[src/lsst_pkg.sv]
package lsst_pkg;
    localparam int PIXEL_W = 12;
    localparam int PIXEL_COUNT = 1024;
    localparam int REF_PIXELS = 5;
    localparam int EFFECTIVE_PIXELS = 1002;
    localparam int LEAD_TRIGS = 88;
    localparam int INTEG_EXTRA = 48;
    localparam int FIFO_DEPTH = 16;
    localparam int START_PERIOD_MIN = 106;
    localparam int START_HIGH_MIN = 6;
    localparam int START_LOW_MIN = 100;
    localparam longint MAX_PIXEL_RATE_HZ = 64'd10_000_000;
    // fifo word fields
    localparam int FLD_DATA = 0;
    localparam int FLD_REF = PIXEL_W;
    localparam int FLD_PIX = PIXEL_W + 1;
    localparam int FLD_LAST = PIXEL_W + 2;
    localparam int WORD_W = PIXEL_W + 3;
    // reset values
    localparam logic RST_TRIG = 1'b0;
    localparam logic RST_DONE = 1'b0;

    typedef enum logic {LSST_IDLE, LSST_SHIFT} lsst_state_type;
endpackage

[src/lsst_stream_if.sv]
`timescale 1ns/1ps
interface lsst_stream_if #(parameter int W = 8);
    logic [W-1:0] data;
    logic valid;
    logic ready;
    modport src (output data, output valid, input ready);
    modport snk (input data, input valid, output ready);
endinterface

[src/lsst_fifo.sv]
`timescale 1ns/1ps
module lsst_fifo
    import lsst_pkg::*;
#(
    parameter int W = 8,
    parameter int DEPTH = 16
)
(
    input wire logic clock_in,
    input wire logic sys_rst_in,
    lsst_stream_if.snk wr,
    lsst_stream_if.src rd
);
    localparam int AW = $clog2(DEPTH);
    localparam int CW = $clog2(DEPTH + 1);

    logic [W-1:0] mem [DEPTH];
    logic [AW-1:0] wp, next_wp, rp, next_rp;
    logic [CW-1:0] cnt, next_cnt;
    logic push, pop;

    function automatic logic [AW-1:0] bump(input logic [AW-1:0] p);
        return (p == AW'(DEPTH - 1)) ? '0 : p + 1'b1;
    endfunction

    assign wr.ready = (cnt != CW'(DEPTH));
    assign rd.valid = (cnt != '0);
    assign rd.data = mem[rp];
    assign push = wr.valid && wr.ready;
    assign pop = rd.valid && rd.ready;

    always_comb
    begin
        next_wp = push ? bump(wp) : wp;
        next_rp = pop ? bump(rp) : rp;
        next_cnt = cnt;
        if (push && !pop)
        begin
            next_cnt = cnt + 1'b1;
        end
        else if (pop && !push)
        begin
            next_cnt = cnt - 1'b1;
        end
    end

    always_ff @(posedge clock_in or posedge sys_rst_in)
    begin
        if (sys_rst_in)
        begin
            wp <= '0;
            rp <= '0;
            cnt <= '0;
        end
        else
        begin
            wp <= next_wp;
            rp <= next_rp;
            cnt <= next_cnt;
        end
    end

    always_ff @(posedge clock_in)
    begin
        if (push)
        begin
            mem[wp] <= wr.data;
        end
    end
endmodule // lsst_fifo

[src/lsst_scan.sv]
// How it works
// - shifting starts first edge after start falls
// - integration equals start high plus 48
// - first pixel presented at 89th trigger
// - trigger output marks every sampling instant
// - 1024 pixels, five reference each end
// - one pixel per clock, 10 MHz limit
`timescale 1ns/1ps
module lsst_scan
    import lsst_pkg::*;
#(
    parameter int PIXELS = PIXEL_COUNT,
    parameter int REFS = REF_PIXELS,
    parameter int LEAD = LEAD_TRIGS,
    parameter int EXTRA = INTEG_EXTRA,
    parameter int DEPTH = FIFO_DEPTH
)
(
    input wire logic clock_in,
    input wire logic sys_rst_in,
    input wire logic scan_start_in,
    input wire logic [PIXEL_W-1:0] pixel_level_in,
    input wire logic sample_ready_in,
    output logic [$clog2(PIXELS)-1:0] pixel_addr_out,
    output logic integrating_out,
    output logic snapshot_out,
    output logic [PIXEL_W-1:0] video_out,
    output logic trig_out,
    output logic pixel_valid_out,
    output logic ref_pixel_out,
    output logic scan_done_out
);
    localparam int PXW = $clog2(PIXELS);
    localparam int LDW = $clog2(LEAD + 1);
    localparam int EXW = $clog2(EXTRA + 1);

    lsst_stream_if #(.W(WORD_W)) fin ();
    lsst_stream_if #(.W(WORD_W)) fout ();

    lsst_fifo #(.W(WORD_W), .DEPTH(DEPTH)) u_fifo (
        .clock_in(clock_in),
        .sys_rst_in(sys_rst_in),
        .wr(fin.snk),
        .rd(fout.src)
    );

    logic st_q;
    logic fall;
    lsst_state_type state, next_state;
    logic [LDW-1:0] lead_cnt, next_lead_cnt;
    logic [PXW-1:0] pix_cnt, next_pix_cnt;
    logic lead_phase, is_last, is_ref, push;
    logic [WORD_W-1:0] word;

    assign fall = st_q && !scan_start_in;
    assign lead_phase = (lead_cnt < LDW'(LEAD));
    assign is_last = !lead_phase && (pix_cnt == PXW'(PIXELS - 1));
    assign is_ref = (pix_cnt < PXW'(REFS)) || (pix_cnt >= PXW'(PIXELS - REFS));
    assign pixel_addr_out = pix_cnt;

    assign fin.valid = (state == LSST_SHIFT) || (state == LSST_IDLE && fall);
    assign push = fin.valid && fin.ready;

    always_comb
    begin
        word = '0;
        if (!lead_phase)
        begin
            word[FLD_DATA +: PIXEL_W] = pixel_level_in;
            word[FLD_PIX] = 1'b1;
            word[FLD_REF] = is_ref;
            word[FLD_LAST] = is_last;
        end
    end
    assign fin.data = word;

    always_comb
    begin
        next_state = state;
        next_lead_cnt = lead_cnt;
        next_pix_cnt = pix_cnt;
        if (state == LSST_IDLE && fall)
        begin
            next_state = LSST_SHIFT;
        end
        if (push && lead_phase)
        begin
            next_lead_cnt = lead_cnt + 1'b1;
        end
        else if (push && is_last)
        begin
            next_state = LSST_IDLE;
            next_lead_cnt = '0;
            next_pix_cnt = '0;
        end
        else if (push)
        begin
            next_pix_cnt = pix_cnt + 1'b1;
        end
    end

    always_ff @(posedge clock_in or posedge sys_rst_in)
    begin
        if (sys_rst_in)
        begin
            st_q <= 1'b0;
            state <= LSST_IDLE;
            lead_cnt <= '0;
            pix_cnt <= '0;
        end
        else
        begin
            st_q <= scan_start_in;
            state <= next_state;
            lead_cnt <= next_lead_cnt;
            pix_cnt <= next_pix_cnt;
        end
    end

    // integration window
    logic [EXW-1:0] ext_cnt, next_ext_cnt;
    logic next_integrating, next_snapshot;

    always_comb
    begin
        next_ext_cnt = ext_cnt;
        next_integrating = integrating_out;
        next_snapshot = 1'b0;
        if (!st_q && scan_start_in)
        begin
            next_integrating = 1'b1;
            next_ext_cnt = '0;
        end
        else if (fall)
        begin
            next_ext_cnt = EXW'(EXTRA);
        end
        else if (ext_cnt == EXW'(1))
        begin
            next_ext_cnt = '0;
            next_integrating = 1'b0;
            next_snapshot = 1'b1;
        end
        else if (ext_cnt != '0)
        begin
            next_ext_cnt = ext_cnt - 1'b1;
        end
    end

    always_ff @(posedge clock_in or posedge sys_rst_in)
    begin
        if (sys_rst_in)
        begin
            ext_cnt <= '0;
            integrating_out <= 1'b0;
            snapshot_out <= 1'b0;
        end
        else
        begin
            ext_cnt <= next_ext_cnt;
            integrating_out <= next_integrating;
            snapshot_out <= next_snapshot;
        end
    end

    // output stage
    logic pop, last_q;
    logic next_trig, next_done, next_last, next_pixv, next_ref;
    logic [PIXEL_W-1:0] next_video;

    assign fout.ready = sample_ready_in;
    assign pop = fout.valid && sample_ready_in;

    always_comb
    begin
        next_video = video_out;
        next_pixv = pixel_valid_out;
        next_ref = ref_pixel_out;
        next_last = 1'b0;
        next_trig = pop;
        next_done = trig_out && last_q;
        if (pop)
        begin
            next_video = fout.data[FLD_DATA +: PIXEL_W];
            next_pixv = fout.data[FLD_PIX];
            next_ref = fout.data[FLD_REF];
            next_last = fout.data[FLD_LAST];
        end
    end

    always_ff @(posedge clock_in or posedge sys_rst_in)
    begin
        if (sys_rst_in)
        begin
            video_out <= '0;
            trig_out <= RST_TRIG;
            pixel_valid_out <= 1'b0;
            ref_pixel_out <= 1'b0;
            last_q <= 1'b0;
            scan_done_out <= RST_DONE;
        end
        else
        begin
            video_out <= next_video;
            trig_out <= next_trig;
            pixel_valid_out <= next_pixv;
            ref_pixel_out <= next_ref;
            last_q <= next_last;
            scan_done_out <= next_done;
        end
    end

    // checking helpers: triggers and pixels seen per scan
    logic [11:0] chk_trigs;
    logic [11:0] chk_pix;
    always_ff @(posedge clock_in or posedge sys_rst_in)
    begin
        if (sys_rst_in)
        begin
            chk_trigs <= '0;
            chk_pix <= '0;
        end
        else if (scan_done_out)
        begin
            chk_trigs <= '0;
            chk_pix <= '0;
        end
        else if (trig_out)
        begin
            chk_trigs <= chk_trigs + 1'b1;
            chk_pix <= chk_pix + 12'(pixel_valid_out);
        end
    end
endmodule // lsst_scan

[config.mk]
export PLATFORM = sky130hd
export DESIGN_NAME = lsst_scan
export DESIGN_NICKNAME = d
export VERILOG_FILES = /design/src/lsst_pkg.sv /design/src/lsst_stream_if.sv /design/src/lsst_fifo.sv /design/src/lsst_scan.sv
export SDC_FILE = /design/constraint.sdc
export NUM_CORES = 1
export LEC_CHECK = 0
export BUFFER_PORTS_ARGS = -buffer_cell sky130_fd_sc_hd__buf_2
export CAP_MARGIN = 30
export CELL_PAD_IN_SITES_DETAIL_PLACEMENT = 1
export CELL_PAD_IN_SITES_GLOBAL_PLACEMENT = 1
export CORE_MARGIN = 1
export CORE_UTILIZATION = 40
export CTS_BUF_LIST = sky130_fd_sc_hd__clkbuf_4
export CTS_CLUSTER_SIZE = 28
export DETAILED_ROUTE_END_ITERATION = 8
export PLACE_DENSITY_LB_ADDON = 0.08
export RECOVER_POWER = 100
export SLEW_MARGIN = 20
export SYNTH_ARGS = -nofsm -noshare
export SYNTH_HDL_FRONTEND = slang
export SYNTH_SLANG_ARGS = --single-unit
[constraint.sdc]
create_clock -name clock_in -period 3.5 [get_ports clock_in]
set_input_delay 0.35 -clock clock_in [delete_from_list [all_inputs] [get_ports clock_in]]
set_output_delay 0.35 -clock clock_in [all_outputs]
set_load 0.01 [all_outputs]
==> reports/metrics.csv <==
metric;value;unit
fill count;2961;
Final Wtd Congestion;0.7716;
CP endpoint kind;register;
total power;11.59;mW
I/O Pins;44;
Port Buffer Count;43;
dpl cells;1132;
Req. time, crit path;3.74;ns
core area;0.02964;mm^2
Slew headroom;-27.67;%
post-synthesis cell area;0.01205;mm^2
Detailed Place HPWL;18550;um
Period minus WS final;3.035;ns
CTS tree;yes;
final wirelength;29310;um
post-CTS setup buffer count;0;
WS Path Type;register to register;
RSZ-0062 raised after global routing;false;
Total Neg Setup Slack;0;ns
total track usage;19.90;%
final worst slack;0.4646;ns
Async SR Flop Fraction;19.19;%
slew of the pin with the lowest slew margin;1.915;ns
via count;6824;
Yosys Warn Count;0;
Syn Area/Cell;16.97;um^2
top_reg_cell synth;edfxtp_1;
1st-iter DRT viols;290;
root buf cell;clkbuf_4;
failing checks;max-capacitance violations, max-slew violations;
Pleak;4.966;nW
Slew Viols, Final;31;
Setup crit start kind;register;
number of max-cap violations;1;
initial antenna violation count;1;
final non-filler cell total;1277;
endpoints failing setup;0;
Post-Synthesis Net Count;743;
Nets;858;
die width;175.5;um
Max Fclk;329.4;MHz
Yosys cell types;57;
CTS Buf Count;79;
Layout Area Growth over Synthesis;14.50;%
vias per inst;5.344;
P per Cell Area;840.4;mW/mm^2
drt first pass iters;4;
total global routing overflow;0;
Hold Path Class;primary input to register;
first-pass GRT wire length;45110;um
status;complete, but fails checks;
post-detailed-route count of antenna-violating nets;0;
htree depth;3;
endpoints failing hold;0;
residual DRC count;0;
share of layout cells above drive strength 1;24.04;%
Die H;175.5;um
clock skew;0.02788;ns
Cells after Synth;710;
post-route clock period utilization;86.73;%
Core Rows;63;
Setup WS pre-CTS;0.7182;ns
wire length per cell;22.95;um
Starting Density;40.64;%
die area;0.03081;mm^2
IR drop worst, VDD;0.0002949;V
sequential fraction of the synthesis area;71.67;%
CTS sink count;297;
clk slew on worst S/H paths;0.06;ns
number of enable flip-flop cells after synthesis;240;
Yosys reg bits;297;
Arr. time, crit path;3.28;ns
largest net degree at the start of global routing;39;
vias in the first global route;7710;
Worst-Skew Late Latency;0.70;ns
clk buf depth;3;
worst-path fanout max;15;
==> through the flow <==
stage	utilization, %	hold slack (ns)	area (um^2)
floorplan	-	0.3814	12050
finish	46.53	0.08931	13790
CTS	46.91	0.05809	13900
global placement	43.04	0.4639	12760
global route	46.53	0.09875	13790
detailed placement	43.12	0.3536	12780
==> state kept, by name, summed over array words and instances, names as in the netlist, 4 cells and up <==
register / cells
video_out: 12
u_fifo.wp: 4
pixel_addr_out: 10
u_fifo.mem: 240
ext_cnt: 6
u_fifo.rp: 4
lead_cnt: 7
u_fifo.cnt: 5
==> synth_stat cells, drive strengths merged, types with 2 or more instances <==
cell type / count / area [um^2]
edfxtp: 240 / 7207
dfrtp: 57 / 1426
mux4: 46 / 1036
nor2: 33 / 123.9
mux2i: 30 / 300.3
o21ai: 28 / 143.9
a21oi: 22 / 113.9
nand2: 22 / 82.58
buf: 19 / 108.9
and2: 18 / 113.9
inv: 18 / 67.57
and3: 17 / 106.4
a211oi: 16 / 120.1
a22oi: 16 / 120.1
ha: 16 / 200.2
o22ai: 15 / 107.6
clkbuf: 13 / 48.80
nand3: 11 / 55.05
nor3: 9 / 50.05
xnor2: 7 / 61.31
a21o: 5 / 38.79
xor2: 5 / 43.79
nor2b: 4 / 25.02
nor3b: 4 / 30.03
o31ai: 4 / 30.03
or4: 4 / 33.78
nand2b: 3 / 18.77
nor4: 3 / 18.77
or3: 3 / 18.77
a31oi: 2 / 12.51
nand3b: 2 / 15.01
nand4: 2 / 12.51
o211ai: 2 / 15.01
or2: 2 / 12.51
==> path summary, 6_finish.rpt <==
path,cells after the start,endpoint,slack (ns),startpoint
max in group asynchronous,5,u_fifo.rp[0]$_DFFE_PP0P_,0.77,sys_rst_in
min,3,u_fifo.rp[3]$_DFFE_PP0P_,0.09,sample_ready_in
max,5,u_fifo.mem[11][5]$_DFFE_PP_,0.46,u_fifo.cnt[0]$_DFFE_PP0P_
min reg2reg,1,scan_done_out$_DFF_PP0_,0.52,last_q$_DFF_PP0_
min in group asynchronous,3,ref_pixel_out$_DFFE_PP0P_,0.28,sys_rst_in
max reg2reg,5,u_fifo.mem[11][5]$_DFFE_PP_,0.46,u_fifo.cnt[0]$_DFFE_PP0P_
==> layout make-up <==
cell class	count	area, um^2	share of cell area, %
Clock inverter	22	203.9	1.479
Inverter	18	67.56	0.4899
Sequential cell	297	8637	62.62
Multi-Input combinational cell	363	3166	22.95
Antenna cell	1	2.502	0.01814
Tap cell	390	488.0	3.538
Clock buffer	120	900.9	6.532
Timing Repair Buffer	66	326.6	2.368
==> power by group <==
| part | internal (mW) | switching [mW] |
|---|---|---|
| Sequential | 4.68 | 0.453 |
| Clock | 1.86 | 1.43 |
| Combinational | 1.31 | 1.85 |
==> repair_timing <==
item                                    in CTS  in global routing
endpoints found under the setup margin       0                  0
hold buffers                                 2                  0
hold endpoints to repair                    43                  0
gates resized for setup                      0                  0
==> cell usage in the layout, fill, tap and decap left out, types with 4 or more instances in the layout <==
master	count
edfxtp_1	240
clkbuf_4	120
dfrtp_1	56
mux4_2	46
clkbuf_1	37
nor2_1	33
mux2i_1	30
o21ai_0	27
nand2_1	22
a21oi_1	21
inv_1	17
and3_1	17
a22oi_1	16
a211oi_1	16
ha_1	16
o22ai_1	15
buf_2	14
and2_0	13
clkinv_1	13
nand3_1	11
nor3_1	9
xnor2_1	7
buf_4	7
a21o_1	5
xor2_1	5
clkbuf_2	5
or4_1	4
nor3b_1	4
and2_1	4
o31ai_1	4
bufinv_16	4
==> metal layers <==
metal  up-vias  global-route usage, %  share of wire [%]
met5         -                      0                  0
met4         0                  7.065                2.2
met3        58                  5.022                5.9
met2       173                  33.93                 51
met1      3518                  24.58                 41
li1       3075                      -                  -
==> critical path, cell delays in order (launching register included) <==
cell      delay, ns
dfrtp_1        0.44
or4_1          0.62
o22ai_1        0.20
clkbuf_1       0.52
nor3b_1        0.19
and2_0         0.61
==> logic make-up after synthesis <==
family	after synthesis	synth area share, %
flip-flops	297	71.67
XOR/XNOR	12	0.8725
buffers and inverters	50	1.870
AO/OA/AOI/OAI	118	6.471
multiplexers	77	11.19
adder cells (fa/ha/maj)	17	1.828
AND/OR/NAND/NOR	139	6.097
Note: power is estimated with default switching activity, not from simulation.
